[src/rtl/cfrt_defs.svh]
`ifndef CFRT_DEFS_SVH
`define CFRT_DEFS_SVH
// ==================================================
// register word offsets (address bits 5:2)
`define CFRT_OFS_GCTRL 4'h0
`define CFRT_OFS_CCTRL 4'h1
`define CFRT_OFS_NBT 4'h2
`define CFRT_OFS_DBT 4'h3
`define CFRT_OFS_CSTS 4'h4
`define CFRT_OFS_CERR 4'h5
`define CFRT_OFS_GSTS 4'h6
`define CFRT_OFS_TSC 4'h7
`define CFRT_OFS_FIFO 4'h8
`define CFRT_OFS_TXB 4'h9
`define CFRT_OFS_ISTS 4'hA
`define CFRT_OFS_IMSK 4'hB
`define CFRT_OFS_EVT 4'hC
// ==================================================
// field positions
`define CFRT_GC_RESET 0
`define CFRT_GC_FD 1
`define CFRT_GC_HALT 2
`define CFRT_CC_RESET 0
`define CFRT_FF_ENABLE 0
`define CFRT_FF_TXMODE 1
`define CFRT_INT_SAMPLE 0
`define CFRT_INT_BITEND 1
`define CFRT_INT_OVF 2
// ==================================================
// reset values
`define CFRT_RST_NBT 32'h0001_0603
`define CFRT_RST_DBT 32'h0001_0302
`define CFRT_RST_GCTRL 32'h0000_0001
`define CFRT_RST_CCTRL 32'h0000_0001
`endif

[src/rtl/cfrt_pkg.sv]
package cfrt_pkg;
  // ==================================================
  // one bit timing set
  typedef struct packed {
    logic [9:0] prescaler;
    logic [7:0] seg_one;
    logic [6:0] seg_two;
  } cfrt_timing_t;
  typedef enum logic [1:0] {
    CFRT_SYNC,
    CFRT_SEG1,
    CFRT_SEG2
  } cfrt_seg_t;
endpackage : cfrt_pkg

[src/rtl/cfrt_core.sv]
// The implementer's own choices: the address map and the Avalon-MM interface to the registers.
`include "cfrt_defs.svh"
module cfrt_core
  import cfrt_pkg::*;
(
  // clock and reset
  input wire logic MCLK_IN,
  input wire logic SYS_RST_IN,
  // avalon-mm slave
  input wire logic [5:0] AVS_ADDRESS_IN,
  input wire logic AVS_READ_IN,
  input wire logic AVS_WRITE_IN,
  input wire logic [31:0] AVS_WRITEDATA_IN,
  output logic [31:0] AVS_READDATA_OUT,
  output logic AVS_WAITREQUEST_OUT,
  // can side events
  input wire logic DATA_PHASE_IN,
  input wire logic CAN_RX_IN,
  // outputs
  output logic SAMPLE_OUT,
  output logic SAMPLED_BIT_OUT,
  output logic IRQ_OUT
);
  // ==================================================
  // bus decode
  logic [31:0] rdata;
  logic ack;
  wire req = (AVS_READ_IN || AVS_WRITE_IN) && !ack;
  // write lands on the edge that sees waitrequest low
  wire wr = AVS_WRITE_IN && ack;
  wire [3:0] idx = AVS_ADDRESS_IN[5:2];
  wire mapped = (idx <= `CFRT_OFS_EVT);
  wire wr_gc = wr && idx == `CFRT_OFS_GCTRL;
  wire wr_cc = wr && idx == `CFRT_OFS_CCTRL;
  wire wr_nbt = wr && idx == `CFRT_OFS_NBT;
  wire wr_dbt = wr && idx == `CFRT_OFS_DBT;
  wire wr_csts = wr && idx == `CFRT_OFS_CSTS;
  wire wr_cerr = wr && idx == `CFRT_OFS_CERR;
  wire wr_gsts = wr && idx == `CFRT_OFS_GSTS;
  wire wr_fifo = wr && idx == `CFRT_OFS_FIFO;
  wire wr_txb = wr && idx == `CFRT_OFS_TXB;
  wire wr_ists = wr && idx == `CFRT_OFS_ISTS;
  wire wr_imsk = wr && idx == `CFRT_OFS_IMSK;
  wire wr_evt = wr && idx == `CFRT_OFS_EVT;
  // ==================================================
  // registers
  logic [31:0] gctrl;
  logic [31:0] cctrl;
  logic [31:0] nbt;
  logic [31:0] dbt;
  logic [15:0] csts;
  logic [7:0] receive_error_count;
  logic [7:0] transmit_error_count;
  logic [14:0] captured_crc_value;
  logic [14:0] chan_err;
  logic global_halt_flag;
  logic [2:0] gerr;
  logic payload_overflow_flag;
  logic [15:0] timestamp_count;
  logic [7:0] rxfifo;
  logic shared_fifo_enable;
  logic shared_tx_mode;
  logic [7:0] shared_sts;
  logic [15:0] txbuf;
  logic [2:0] ists;
  logic [2:0] imsk;
  wire global_rst = gctrl[`CFRT_GC_RESET];
  wire fd_mode = gctrl[`CFRT_GC_FD];
  wire chan_rst = global_rst || cctrl[`CFRT_CC_RESET];
  wire fifo_clr = shared_tx_mode ? chan_rst : global_rst;
  // ==================================================
  // bit timing
  cfrt_timing_t tim;
  wire use_data = fd_mode && DATA_PHASE_IN;
  wire [31:0] tsel = use_data ? dbt : nbt;
  assign tim = '{prescaler: tsel[25:16], seg_one: tsel[15:8],
                 seg_two: tsel[6:0]};
  logic smp;
  logic bend;
  cfrt_bit_timer u_timer (
    .MCLK_IN(MCLK_IN),
    .SYS_RST_IN(SYS_RST_IN),
    .hold_in(chan_rst),
    .timing_in(tim),
    .quantum_out(),
    .sample_out(smp),
    .bit_end_out(bend),
    .seg_out()
  );
  logic rx_s1;
  logic rx_s2;
  always_ff @(posedge MCLK_IN)
  begin
    rx_s1 <= CAN_RX_IN;
    rx_s2 <= rx_s1;
  end
  always_ff @(posedge MCLK_IN)
  begin
    if (SYS_RST_IN)
      SAMPLED_BIT_OUT <= 1'b1;
    else if (smp)
      SAMPLED_BIT_OUT <= rx_s2;
  end
  assign SAMPLE_OUT = smp;
  // ==================================================
  // control registers
  // timing writes only in channel reset
  wire tim_ok = chan_rst;
  always_ff @(posedge MCLK_IN)
  begin
    if (SYS_RST_IN)
    begin
      gctrl <= `CFRT_RST_GCTRL;
      cctrl <= `CFRT_RST_CCTRL;
      nbt <= `CFRT_RST_NBT;
      dbt <= `CFRT_RST_DBT;
    end
    else
    begin
      if (wr_gc)
        gctrl <= {29'h0, AVS_WRITEDATA_IN[2:0]};
      if (wr_cc)
        cctrl <= {30'h0, AVS_WRITEDATA_IN[1:0]};
      else if (global_rst)
        cctrl <= `CFRT_RST_CCTRL;
      if (wr_nbt && tim_ok)
        nbt <= AVS_WRITEDATA_IN;
      if (wr_dbt && tim_ok)
        dbt <= AVS_WRITEDATA_IN;
    end
  end
  // ==================================================
  // channel state
  // clear channel state
  always_ff @(posedge MCLK_IN)
  begin
    if (SYS_RST_IN || chan_rst)
    begin
      csts <= 16'h0000;
      receive_error_count <= 8'h00;
      transmit_error_count <= 8'h00;
      captured_crc_value <= 15'h0000;
      chan_err <= 15'h0000;
      txbuf <= 16'h0000;
    end
    else
    begin
      if (wr_csts)
        csts <= AVS_WRITEDATA_IN[15:0];
      if (wr_cerr)
      begin
        receive_error_count <= AVS_WRITEDATA_IN[7:0];
        transmit_error_count <= AVS_WRITEDATA_IN[15:8];
      end
      if (wr_evt)
      begin
        chan_err <= AVS_WRITEDATA_IN[14:0];
        captured_crc_value <= AVS_WRITEDATA_IN[30:16];
      end
      if (wr_txb)
        txbuf <= AVS_WRITEDATA_IN[15:0];
    end
  end
  // ==================================================
  // global state
  // global only clears
  always_ff @(posedge MCLK_IN)
  begin
    if (SYS_RST_IN || global_rst)
    begin
      global_halt_flag <= 1'b0;
      gerr <= 3'h0;
      payload_overflow_flag <= 1'b0;
      timestamp_count <= 16'h0000;
      rxfifo <= 8'h00;
    end
    else
    begin
      global_halt_flag <= gctrl[`CFRT_GC_HALT];
      if (bend)
        timestamp_count <= timestamp_count + 16'h0001;
      // injected error wins over a clear
      if (wr_evt)
        gerr <= gerr | AVS_WRITEDATA_IN[2:0];
      else if (wr_gsts)
        gerr <= gerr & ~AVS_WRITEDATA_IN[2:0];
      if (wr_gsts)
        rxfifo <= AVS_WRITEDATA_IN[15:8];
      if (!fd_mode)
        payload_overflow_flag <= 1'b0;
      else if (wr_evt && AVS_WRITEDATA_IN[31])
        payload_overflow_flag <= 1'b1;
      else if (wr_gsts && AVS_WRITEDATA_IN[3])
        payload_overflow_flag <= 1'b0;
    end
  end
  // ==================================================
  // shared fifo
  always_ff @(posedge MCLK_IN)
  begin
    if (SYS_RST_IN)
      shared_tx_mode <= 1'b0;
    else if (wr_fifo)
      shared_tx_mode <= AVS_WRITEDATA_IN[`CFRT_FF_TXMODE];
  end
  always_ff @(posedge MCLK_IN)
  begin
    if (SYS_RST_IN || fifo_clr)
    begin
      shared_fifo_enable <= 1'b0;
      shared_sts <= 8'h00;
    end
    else if (wr_fifo)
    begin
      shared_fifo_enable <= AVS_WRITEDATA_IN[`CFRT_FF_ENABLE];
      shared_sts <= AVS_WRITEDATA_IN[15:8];
    end
  end
  // ==================================================
  // interrupts; set wins over clear
  wire [2:0] ev = {payload_overflow_flag, bend, smp};
  always_ff @(posedge MCLK_IN)
  begin
    if (SYS_RST_IN)
    begin
      ists <= 3'h0;
      imsk <= 3'h0;
    end
    else
    begin
      ists <= (ists & ~(wr_ists ? AVS_WRITEDATA_IN[2:0] : 3'h0)) | ev;
      if (wr_imsk)
        imsk <= AVS_WRITEDATA_IN[2:0];
    end
  end
  // a set mask bit blocks its status bit
  assign IRQ_OUT = |(ists & ~imsk);
  // ==================================================
  // read mux and answer, one wait cycle
  always_comb
  begin
    rdata = 32'h0000_0000;
    unique case (idx)
      `CFRT_OFS_GCTRL: rdata = gctrl;
      `CFRT_OFS_CCTRL: rdata = cctrl;
      `CFRT_OFS_NBT: rdata = nbt;
      `CFRT_OFS_DBT: rdata = dbt;
      `CFRT_OFS_CSTS: rdata = {16'h0, csts};
      `CFRT_OFS_CERR: rdata = {16'h0, transmit_error_count,
                               receive_error_count};
      `CFRT_OFS_GSTS: rdata = {16'h0, rxfifo, 3'h0, global_halt_flag,
                               payload_overflow_flag, gerr};
      `CFRT_OFS_TSC: rdata = {16'h0, timestamp_count};
      `CFRT_OFS_FIFO: rdata = {16'h0, shared_sts, 6'h0, shared_tx_mode,
                               shared_fifo_enable};
      `CFRT_OFS_TXB: rdata = {16'h0, txbuf};
      `CFRT_OFS_ISTS: rdata = {29'h0, ists};
      `CFRT_OFS_IMSK: rdata = {29'h0, imsk};
      `CFRT_OFS_EVT: rdata = {1'b0, captured_crc_value, 1'b0, chan_err};
      default: rdata = 32'h0000_0000;
    endcase
  end
  always_ff @(posedge MCLK_IN)
  begin
    if (SYS_RST_IN)
    begin
      ack <= 1'b0;
      AVS_READDATA_OUT <= 32'h0000_0000;
    end
    else
    begin
      ack <= req;
      if (req)
        AVS_READDATA_OUT <= mapped ? rdata : 32'h0000_0000;
    end
  end
  assign AVS_WAITREQUEST_OUT = !ack;
  // ==================================================
  chan_clear_a:
    assert property (@(posedge MCLK_IN) disable iff (SYS_RST_IN)
      chan_rst |=> receive_error_count == 8'h00 && txbuf == 16'h0000)
    else $error("channel state not cleared");
  fifo_rx_keep_a:
    assert property (@(posedge MCLK_IN) disable iff (SYS_RST_IN)
      (!shared_tx_mode && !global_rst && !wr_fifo) |=>
      $stable(shared_fifo_enable))
    else $error("receive fifo changed without global reset");
  fd_ovf_a:
    assert property (@(posedge MCLK_IN) disable iff (SYS_RST_IN)
      !fd_mode |=> !payload_overflow_flag)
    else $error("overflow flag outside fd mode");
  ts_clear_a:
    assert property (@(posedge MCLK_IN) disable iff (SYS_RST_IN)
      global_rst |=> timestamp_count == 16'h0000)
    else $error("timestamp not cleared");
endmodule : cfrt_core

[src/rtl/cfrt_bit_timer.sv]
`include "cfrt_defs.svh"
module cfrt_bit_timer
  import cfrt_pkg::*;
(
  // clock and reset
  input wire logic MCLK_IN,
  input wire logic SYS_RST_IN,
  // control
  input wire logic hold_in,
  input wire cfrt_timing_t timing_in,
  // events
  output logic quantum_out,
  output logic sample_out,
  output logic bit_end_out,
  output cfrt_seg_t seg_out
);
  // ==================================================
  // prescaler
  logic [9:0] pre_cnt;
  logic [7:0] tq_cnt;
  cfrt_seg_t seg;
  wire tq_tick = !hold_in && (pre_cnt == timing_in.prescaler - 10'h001);
  wire [7:0] seg_last = (seg == CFRT_SEG1) ? timing_in.seg_one - 8'h01 :
                        (seg == CFRT_SEG2) ?
                        {1'b0, timing_in.seg_two} - 8'h01 : 8'h00;
  wire seg_done = tq_tick && (tq_cnt == seg_last);
  always_ff @(posedge MCLK_IN)
  begin
    if (SYS_RST_IN || hold_in || tq_tick)
      pre_cnt <= 10'h000;
    else
      pre_cnt <= pre_cnt + 10'h001;
  end
  // ==================================================
  // segment sequencer
  // sync, seg one, seg two
  always_ff @(posedge MCLK_IN)
  begin
    if (SYS_RST_IN || hold_in)
    begin
      seg <= CFRT_SYNC;
      tq_cnt <= 8'h00;
    end
    else if (seg_done)
    begin
      tq_cnt <= 8'h00;
      unique case (seg)
        CFRT_SYNC: seg <= CFRT_SEG1;
        CFRT_SEG1: seg <= CFRT_SEG2;
        default: seg <= CFRT_SYNC;
      endcase
    end
    else if (tq_tick)
      tq_cnt <= tq_cnt + 8'h01;
  end
  assign quantum_out = tq_tick;
  assign sample_out = seg_done && (seg == CFRT_SEG1);
  assign bit_end_out = seg_done && (seg == CFRT_SEG2);
  assign seg_out = seg;
  // ==================================================
  sync_one_tq_a:
    assert property (@(posedge MCLK_IN) disable iff (SYS_RST_IN || hold_in)
      (seg == CFRT_SYNC && tq_tick) |=> seg == CFRT_SEG1)
    else $error("sync segment not one quantum");
  sample_order_a:
    assert property (@(posedge MCLK_IN) disable iff (SYS_RST_IN || hold_in)
      sample_out |=> seg == CFRT_SEG2)
    else $error("sample not followed by segment two");
endmodule : cfrt_bit_timer

[config.mk]
export PLATFORM = sky130hd
export DESIGN_NAME = cfrt_core
export DESIGN_NICKNAME = d
export VERILOG_FILES = /design/src/rtl/cfrt_pkg.sv /design/src/rtl/cfrt_core.sv /design/src/rtl/cfrt_bit_timer.sv
export VERILOG_INCLUDE_DIRS = /design/src /design/src/rtl
export SDC_FILE = /design/constraint.sdc
export NUM_CORES = 1
export LEC_CHECK = 0
export ABC_AREA = 1
export BUFFER_PORTS_ARGS = -buffer_cell sky130_fd_sc_hd__buf_4
export CORE_ASPECT_RATIO = 0.5
export CORE_MARGIN = 4
export CORE_UTILIZATION = 45
export DETAILED_ROUTE_END_ITERATION = 6
export PLACE_DENSITY = 0.73
export SYNTH_ARGS = -nofsm -noshare
export SYNTH_HDL_FRONTEND = slang
export SYNTH_SLANG_ARGS = --single-unit
[constraint.sdc]
create_clock -name MCLK_IN -period 2.92 [get_ports MCLK_IN]
set_input_delay 0.438 -clock MCLK_IN [delete_from_list [all_inputs] [get_ports MCLK_IN]]
set_output_delay 0.438 -clock MCLK_IN [all_outputs]
set_load 0.01 [all_outputs]
==> impl_metrics.toml, run 1 <==
[detailed_routing]
wl_um = 36700
ant_nets = 0
drc = 0
dr_total_vias = 12100
via_per_inst = 5.49
drt_first_pass_iters = 5
wire_per_inst_um = 16.7
first_iter_violations = 1452

[timing]
rsz0062_at_grt = "yes"
min_period_over_period_pct = 111
period_needed_ns = 3.24
finalSetupViolations = 2
fin_worst_skew_ns = 0.0226
hold_viol_final = 0
worstMarginPinSlew_ns = 0.736
setup_ws_ns = -0.315
maxSlewViolCount = 0
fmax_mhz = 309
slew_headroom_pct = 50.7

[finish]
fillers = 2302
drive_gt1_share_pct = 16.1
final_util_pct = 56.7
areaGrowthSynthToFinish_pct = 22.6
stdcell_count = 2204
fin_nets = 1893
num_antenna_cells = 0

[die]
dieArea_mm2 = 0.0290
rows = 41
die_w_um = 237
core_area_mm2 = 0.0255
io_pins = 80
die_h_um = 123
initial_core_util_pct = 46.3

[yosys]
syn_area_mm2 = 0.0118
yosysSeqAreaShare_pct = 42.1
synth_top_flop_cell = "dfxtp_1"
yosysWarnings = 0
ys_ff_latch = 248
yosysTopAreaCell = "dfxtp_1"
syn_area_per_cell_um2 = 6.90
synth_edf_count = 0
synth_cells = 1709
ys_types = 43
synth_top_area_share_pct = 42.1
synth_area_leaders = "dfxtp_1 42%, nand2_1 11%, a21oi_1 7.6%"
async_reset_ff_share_pct = 0
syn_nets = 1759

[setup_path]
cp-start-kind = "flip-flop"
worstSetupPathType = "flip-flop to output port"
rrSetupSlack_ns = -0.31
cp_max_fo = 5
crit_required_ns = 2.48
reg2reg_depth = 27
arrival_ns = 2.80
r2r-end = "u_timer.tq_cnt[7]"
endpoint_kind = "output port"
r2r_start = "gctrl[1]"

[clock_tree]
clk_pin_slew_worst_paths_ns = 0.07
cts.root.buffer_cell = "clkbuf_16"
cts_buffers = 24
htree_levels = 1
clk_path_buf_depth = 3
cts_tree = "yes"
clock-sinks = 248
clk_latency_ns = 0.53

[placement]
port_buffers = 77
gp_congestion = 0.979
place_ws_ns = -0.109
place_inst = 2134
dp_hpwl_um = 25700

[grt]
grt_start_max_net_pins = 56
grt_pass1_wl_um = 58400
track_usage_pct = 24.6
antenna_found_initial = 0
grt_pass1_vias = 11200
grt_overflow = 0

[pwr]
power_density_mw_per_mm2 = 481
ir_worst_vdd_mv = 0.376
leakage_nw = 5.47

[min_path]
hold_path_end = "nbt[16]"
hold_path_startpoint = "AVS_WRITEDATA_IN[16]"
hold_depth = 3
hp-class = "input port to flip-flop"

[outcome]
status = "complete, but fails checks"
violations = "setup timing"

[run]
cap_violations = 0
worst max path at each step:
stage	startpoint	end	slack, ns	cells after the start
after CTS	gctrl[1]	SAMPLE_OUT	-0.25	20
after detailed placement	DATA_PHASE_IN	SAMPLE_OUT	-0.11	19
after floorplan	DATA_PHASE_IN	SAMPLE_OUT	0.22	15
after global routing	gctrl[1]	SAMPLE_OUT	-0.49	18
final	gctrl[1]	SAMPLE_OUT	-0.32	18
after global placement	DATA_PHASE_IN	SAMPLE_OUT	-0.05	21
critical path: stages (launching register included):
cell and delay, ns:
dfxtp_4 0.41, nand2_8 0.09, nand2_4 0.10, nand2_4 0.06, inv_4 0.06, ha_4 0.15, nand3_4 0.09, nor2_4 0.16
nand3_1 0.09, nand2_1 0.11, nand2_1 0.07, nand2_2 0.08, nand2_1 0.10, nor2_4 0.12, nand3_2 0.12, nor2_4 0.11
nand2_2 0.09, nor2_4 0.15, buf_6 0.12
cells in the mapped netlist (4+ instances only):
cell,number
buf_6,4
nor3_1,12
nor2_1,166
o22ai_1,42
o211ai_1,18
xor2_1,10
nor2_2,4
ha_1,6
o221ai_1,15
nand4_1,36
clkbuf_1,66
a221oi_1,10
o21ai_0,161
buf_4,6
dfxtp_1,248
nor2_4,6
o41ai_1,6
nand3_1,98
inv_1,217
o21ai_1,15
nand2_2,4
clkinv_1,7
nor4_1,4
nand2_1,338
a21oi_1,180
cell usage in the layout (no fill, tap or decap), types with 13 or more instances in the layout:
master | synthesis | final
a21oi_1 | 180 | 179
o21ai_0 | 161 | 157
nand2_2 | 4 | 15
dfxtp_1 | 248 | 247
nor2_1 | 166 | 156
buf_4 | 6 | 177
nand3_1 | 98 | 85
o211ai_1 | 18 | 18
nand3_2 | 2 | 13
o221ai_1 | 15 | 15
inv_1 | 217 | 214
o21ai_1 | 15 | 18
o22ai_1 | 42 | 42
nand4_1 | 36 | 36
nand2_1 | 338 | 322
clkbuf_16 | 0 | 25
cells by family (layout without fill, tap and decap cells):
family	after synthesis	in the layout	share of synthesized area, %
AND/OR/NAND/NOR	679	679	24.6
AO/OA/AOI/OAI	460	460	21.7
buffers and inverters	305	456	10.2
flip-flops	248	248	42.1
XOR/XNOR	11	11	0.816
adder cells (fa/ha/maj)	6	6	0.636
per-stage QoR:
step / power (W) / TNS [ns] / cell area [um2] / hold WS [ns]
4_1_cts: 0.00697 / -0.402 / 14200 / 0.177
3_5_place_dp: 0.00380 / -0.627 / 13200 / 0.316
2_1_floorplan: 0.00363 / 0 / 11800 / 0.310
5_1_grt: 0.00716 / -0.929 / 14500 / 0.177
6_report: 0.00696 / -0.623 / 14500 / 0.185
3_3_place_gp: 0.00379 / -0.0855 / 13200 / 0.313
flip-flops by register name (all words and copies together) (netlist names), 8 cells and up, named ones only:
name,cells
nbt,32
receive_error_count,8
transmit_error_count,8
rxfifo,8
captured_crc_value,15
chan_err,15
timestamp_count,16
u_timer.pre_cnt,10
AVS_READDATA_OUT,32
u_timer.tq_cnt,8
csts,16
txbuf,16
shared_sts,8
dbt,32
routing by layer:
metal | vias up | global-route usage (%) | share of wire [%]
met5 | - | 0 | 0
met4 | 0 | 8.96 | 3.4
met3 | 78 | 4.18 | 8.1
met2 | 504 | 39.1 | 44
met1 | 5547 | 33.9 | 45
li1 | 5963 | - | -
area by class of cell:
| class | instances | area, um2 | share of cell area, % |
|---|---|---|---|
| multi-input cells | 1156 | 5900 | 40.8 |
| flip-flops and latches | 248 | 4970 | 34.3 |
| repair buffers | 189 | 1510 | 10.4 |
| inverters | 224 | 843 | 5.83 |
| clock buffers | 35 | 702 | 4.85 |
| well taps | 344 | 430 | 2.98 |
| clock inverters | 8 | 108 | 0.744 |
power by group:
| part | switching [W] | internal (W) |
|---|---|---|
| sequential | 0.00000744 | 0.00339 |
| clock | 0.00136 | 0.00185 |
| combinational | 0.000232 | 0.000115 |
what timing repair did:
item	in CTS	in global routing
setup buffers	16	9
endpoints found under the hold margin	1	0
setup endpoints to repair	1	14
resized for setup	24	51
pin swaps	14	26
gates cloned	0	1
hold buffers	1	0
No activity file was read; power rests on OpenSTA's default activity.
==> inputs of run 2 (changes only) <==
Settings changed: TNS_END_PERCENT set to 10.
==> run 2 against run 1 <==
  * Design area down 0.17%
  * Critical path type unchanged
  * Sequential share of layout area up 0.059 points
  * The flow still finishes with violations (setup timing)
  * Via count down 0.42%
  * Clock power about the same
  * First-iteration DRC count down 1.5%
  * Critical path depth down 2
  * Critical endpoint unchanged
  * Largest cell class unchanged
  * Non-clock buffer count down 1
  * Fmax up 0.15%
  * Worst setup slack better by 0.0049 ns
==> impl_metrics.toml, run 2 (synthesized netlist as in run 1, its figures left out) <==
[outcome]
status = "complete, but fails checks"
violations = "setup timing"

[placement]
placed_area_mm2 = 0.0132
gp_congestion = 0.979
dp_hpwl_um = 25700
port_buffers = 77

[timing]
worstMarginPinSlew_ns = 0.723
fmax_mhz = 310
tns_ns = -0.592
period_needed_ns = 3.23
slew_headroom_pct = 51.6
maxSlewViolCount = 0
hold_viol_final = 0
min_period_over_period_pct = 111
finalSetupViolations = 2
setup_ws_ns = -0.310
fin_worst_skew_ns = 0.0237
rsz0062_at_grt = "yes"

[setup_path]
reg2reg_depth = 27
endpoint_kind = "output port"
r2r_start = "gctrl[1]"
worstSetupPathType = "flip-flop to output port"
rrSetupSlack_ns = -0.28
arrival_ns = 2.79
cp_max_fo = 5
r2r-end = "u_timer.tq_cnt[7]"
cp-start-kind = "flip-flop"
crit_required_ns = 2.48

[pwr]
power_w = 0.00695
leakage_nw = 5.47
ir_worst_vdd_mv = 0.376
power_density_mw_per_mm2 = 481

[finish]
final_common_cell = "nand2_1"
fin_area_mm2 = 0.0144
fin_nets = 1892
layout_common_cells = "325 x nand2_1, 247 x dfxtp_1, 214 x inv_1"
areaGrowthSynthToFinish_pct = 22.4
top_regs = "AVS_READDATA_OUT: 32 flops, dbt: 32 flops, nbt: 32 flops"
fillers = 2306
num_antenna_cells = 0
drive_gt1_share_pct = 15.8

[grt]
track_usage_pct = 24.6
grt_overflow = 0
antenna_found_initial = 0
grt_start_max_net_pins = 56
grt_pass1_vias = 11200
grt_pass1_wl_um = 58400

[clock_tree]
htree_levels = 1
clk_latency_ns = 0.53
cts.root.buffer_cell = "clkbuf_16"
cts_buffers = 24
clk_path_buf_depth = 3
cts_tree = "yes"
clk_pin_slew_worst_paths_ns = 0.06
clock-sinks = 248

[detailed_routing]
drc = 0
first_iter_violations = 1430
dr_total_vias = 12000
wl_um = 36600
drt_first_pass_iters = 6
wire_per_inst_um = 16.6
ant_nets = 0
via_per_inst = 5.47

[min_path]
hold_path_end = "nbt[16]"
hp-class = "input port to flip-flop"
hold_depth = 3
hold_path_startpoint = "AVS_WRITEDATA_IN[16]"

[die]
dieArea_mm2 = 0.0290
die_w_um = 237
initial_core_util_pct = 46.3
rows = 41
core_area_mm2 = 0.0255
die_h_um = 123
io_pins = 80

[run]
cap_violations = 0
-- run 2: per-layer routing --
metal  global-route usage (%)  vias to the layer above  wire (um)
met2                     39.1                      468      16100
met5                        0                        -          0
li1                         -                     5956          -
met3                     4.18                       88       2930
met4                     8.96                        0       1280
met1                     33.9                     5529      16300
-- run 2: final cells by class --
class	count	area [um2]	area share, %
clock buffers	35	702	4.86
clock inverters	8	108	0.745
inverters	224	843	5.84
multi-input cells	1156	5880	40.8
flip-flops and latches	248	4970	34.4
well taps	344	430	2.98
repair buffers	188	1500	10.4
-- run 2: power by group --
part / internal, W / switching, W / leakage (nW)
Sequential: 0.00339 / 0.00000746 / 2.00
Combinational: 0.000114 / 0.000231 / 3.07
Clock: 0.00185 / 0.00135 / 0.396
Total: 0.00536 / 0.00159 / 5.47
-- run 2: through the flow --
step	setup slack, ns	hold slack (ns)	instances	util (%)
2_1_floorplan	0.217	0.310	1709	-
3_3_place_gp	-0.0516	0.313	2134	51.6
3_5_place_dp	-0.109	0.316	2134	51.6
4_1_cts	-0.253	0.177	2194	55.6
5_1_grt	-0.483	0.177	2203	56.6
6_report	-0.310	0.189	2203	56.6
-- run 2: critical path: stages, from the launching register on --
cell and delay (ns):
dfxtp_4 0.41, nand2_8 0.09, buf_12 0.15, nand2_1 0.05, nand2_1 0.10, ha_4 0.26, o211ai_1 0.16, nand2_1 0.08
inv_1 0.07, nand3_2 0.06, nor2_2 0.12, and2_4 0.16, nand3_4 0.08, nor2_4 0.12, nand2_2 0.09, nor2_4 0.15
buf_6 0.12
-- run 2: repair_timing --
action,CTS,global route
buffers inserted,16,8
resized for setup,24,46
pin swaps,14,25
endpoints found under the hold margin,1,0
endpoints found under the setup margin,1,14
cloned,0,1
hold buffers,1,0
-- run 2: how the worst max path moves through the flow --
stage	startpoint	end	cells past startpoint
3_3_place_gp	DATA_PHASE_IN	SAMPLE_OUT	21
6_report	gctrl[1]	SAMPLE_OUT	16
5_1_grt	gctrl[1]	SAMPLE_OUT	18
3_5_place_dp	DATA_PHASE_IN	SAMPLE_OUT	19
4_1_cts	gctrl[1]	SAMPLE_OUT	20
2_1_floorplan	DATA_PHASE_IN	SAMPLE_OUT	15
==> inputs of run 3 (changes only) <==
Settings changed: PLACE_DENSITY 0.73 to 0.76, REMOVE_ABC_BUFFERS set to 1.
Clock period 2.92 ns to 2.8 ns, I/O delays scaled along.
==> run 3 against run 2 <==
  * Count of clock-buffer cells in the layout is 7 lower
  * Largest cell class unchanged
  * Die area stayed put
  * Via count is 1.3% higher
  * Clock power is 2% higher
  * The flow still finishes with violations (setup timing)
  * Register-to-register slack better by 0.11 ns
  * Largest power group unchanged
  * Critical endpoint unchanged
  * Sequential share of layout area is 0.32 points lower
==> impl_metrics.toml, run 3 (synthesized netlist as in run 1, its figures left out) <==
[setup_path]
r2r-end = "timestamp_count[14]"
rrSetupSlack_ns = -0.17
cp-start-kind = "flip-flop"
cpPeakStageDelay_ns = 0.39
r2r_start = "gctrl[1]"
worstPathCellList = "nand2_4 -> buf_6 -> o21ai_2 -> ha_4 -> nand3_2 -> nor2_2 -> buf_4 -> nand3_1 -> nand3_2 -> nand2_1 -> nand2_2 -> o21ai_0 -> a21oi_2 -> nand2_2 -> nor2_4 -> buf_6"
endpoint_kind = "output port"
crit_required_ns = 2.38
arrival_ns = 2.80
cp_max_fo = 5
worstSetupPathType = "flip-flop to output port"
reg2reg_depth = 23
crit_slowest_cell = "dfxtp_4"

[detailed_routing]
drc = 0
ant_nets = 0
wl_um = 37600
first_iter_violations = 1269
via_per_inst = 5.51
wire_per_inst_um = 17.0
drt_first_pass_iters = 7
dr_total_vias = 12200

[timing]
min_period_over_period_pct = 115
fmax_mhz = 311
fin_worst_skew_ns = 0.0281
finalSetupViolations = 6
period_needed_ns = 3.22
slew_headroom_pct = 23.1
maxSlewViolCount = 0
rsz0062_at_grt = "yes"
hold_viol_final = 0
setup_ws_ns = -0.416
worstMarginPinSlew_ns = 1.15

[placement]
gp_congestion = 0.933
place_ws_ns = -0.149
place_inst = 2158
port_buffers = 77
dp_hpwl_um = 26200

[finish]
num_antenna_cells = 0
areaGrowthSynthToFinish_pct = 23.5
layout_common_cells = "318 x nand2_1, 247 x dfxtp_1, 213 x inv_1"
final_common_cell = "nand2_1"
stdcell_count = 2214
drive_gt1_share_pct = 17.5
fin_nets = 1905
final_util_pct = 57.2
top_regs = "AVS_READDATA_OUT: 32 flops, dbt: 32 flops, nbt: 32 flops"

[pwr]
power_density_mw_per_mm2 = 493
ir_worst_vdd_mv = 0.409
power_w = 0.00718
leakage_nw = 5.53

[clock_tree]
cts_tree = "yes"
clk_pin_slew_worst_paths_ns = 0.07
clk_path_buf_depth = 3
clock-sinks = 248
htree_levels = 1
clk_latency_ns = 0.55
cts_buffers = 23
cts.root.buffer_cell = "clkbuf_16"

[run]
cap_violations = 0

[grt]
grt_pass1_vias = 10800
grt_pass1_wl_um = 58200
grt_start_max_net_pins = 72
grt_overflow = 0
track_usage_pct = 24.8
antenna_found_initial = 0

[min_path]
hold_path_end = "nbt[16]"
hp-class = "input port to flip-flop"
hold_path_startpoint = "AVS_WRITEDATA_IN[16]"
hold_depth = 3

[die]
dieArea_mm2 = 0.0290
initial_core_util_pct = 46.3
io_pins = 80
die_w_um = 237
rows = 41
die_h_um = 123
core_area_mm2 = 0.0255

[outcome]
violations = "setup timing"
status = "complete, but fails checks"
run 3: cell types whose count changed in the layout (fill, tap and decap cells not counted), moves of 3 or more:
| cell | previous run | this run |
|---|---|---|
| nor2_1 | 156 | 152 |
| nand3_2 | 13 | 17 |
| o21ai_0 | 157 | 160 |
| o21ai_2 | 2 | 5 |
| nand2_1 | 325 | 318 |
| nand3_1 | 85 | 80 |
| nand2_2 | 12 | 21 |
| o21ai_1 | 18 | 12 |
| clkbuf_1 | 5 | 2 |
| buf_4 | 176 | 189 |
| clkbuf_8 | 6 | 3 |
run 3: worst max-delay path, delay by kind of cell (launching register included):
kind                     cells  cell delay, ns
adder cells (fa/ha/maj)      1            0.17
AND/OR/NAND/NOR              9            0.87
AO/OA/AOI/OAI                3            0.45
buffers and inverters        3            0.38
flip-flops                   1            0.39
run 3: worst max-delay path by stage:
stage | startpoint | to | slack (ns) | depth (start not counted)
2_1_floorplan | gctrl[1] | SAMPLE_OUT | -0.62 | 17
3_3_place_gp | DATA_PHASE_IN | SAMPLE_OUT | -0.14 | 21
3_5_place_dp | DATA_PHASE_IN | timestamp_count[1] | -0.15 | 21
4_1_cts | gctrl[1] | SAMPLE_OUT | -0.41 | 17
5_1_grt | gctrl[1] | SAMPLE_OUT | -0.57 | 20
6_report | gctrl[1] | SAMPLE_OUT | -0.42 | 16
run 3: layout make-up:
class                   count  area, um2
clock buffers              28        624
multi-input cells        1156       5950
flip-flops and latches    248       4970
clock inverters            12        140
well taps                 344        430
inverters                 224        843
fillers                  2310      10900
repair buffers            202       1620
run 3: metal layers:
layer / wire [um] / vias up / GRT usage (%) / part of all wire, %
li1: - / 5979 / - / -
met1: 16600 / 5607 / 35.1 / 44
met2: 16000 / 549 / 38.4 / 43
met3: 4110 / 61 / 6.11 / 11
met4: 896 / 0 / 6.08 / 2.4
met5: 0 / - / 0 / 0
run 3: metrics by stage:
step | cell area (um2) | setup TNS (ns) | hold slack, ns
floorplan | 11400 | -24.32 | 0.310
global placement | 13400 | -1.36 | 0.311
detailed placement | 13400 | -1.51 | 0.313
CTS | 14400 | -0.753 | 0.122
global route | 14600 | -2.35 | 0.122
finish | 14600 | -1.13 | 0.130
run 3: timing repair:
| item | CTS | global route |
|---|---|---|
| endpoints found under the setup margin | 9 | 30 |
| resized for setup | 43 | 42 |
| pin swaps | 25 | 21 |
| setup buffers | 13 | 2 |
| hold endpoints to repair | 1 | 0 |
| hold buffers | 1 | 0 |
run 3: power breakdown:
group	leakage [nW]	switching, W	internal, W
registers	2.00	0.00000809	0.00354
clock network	0.370	0.00147	0.00179
logic	3.16	0.000254	0.000117
total	5.53	0.00173	0.00545
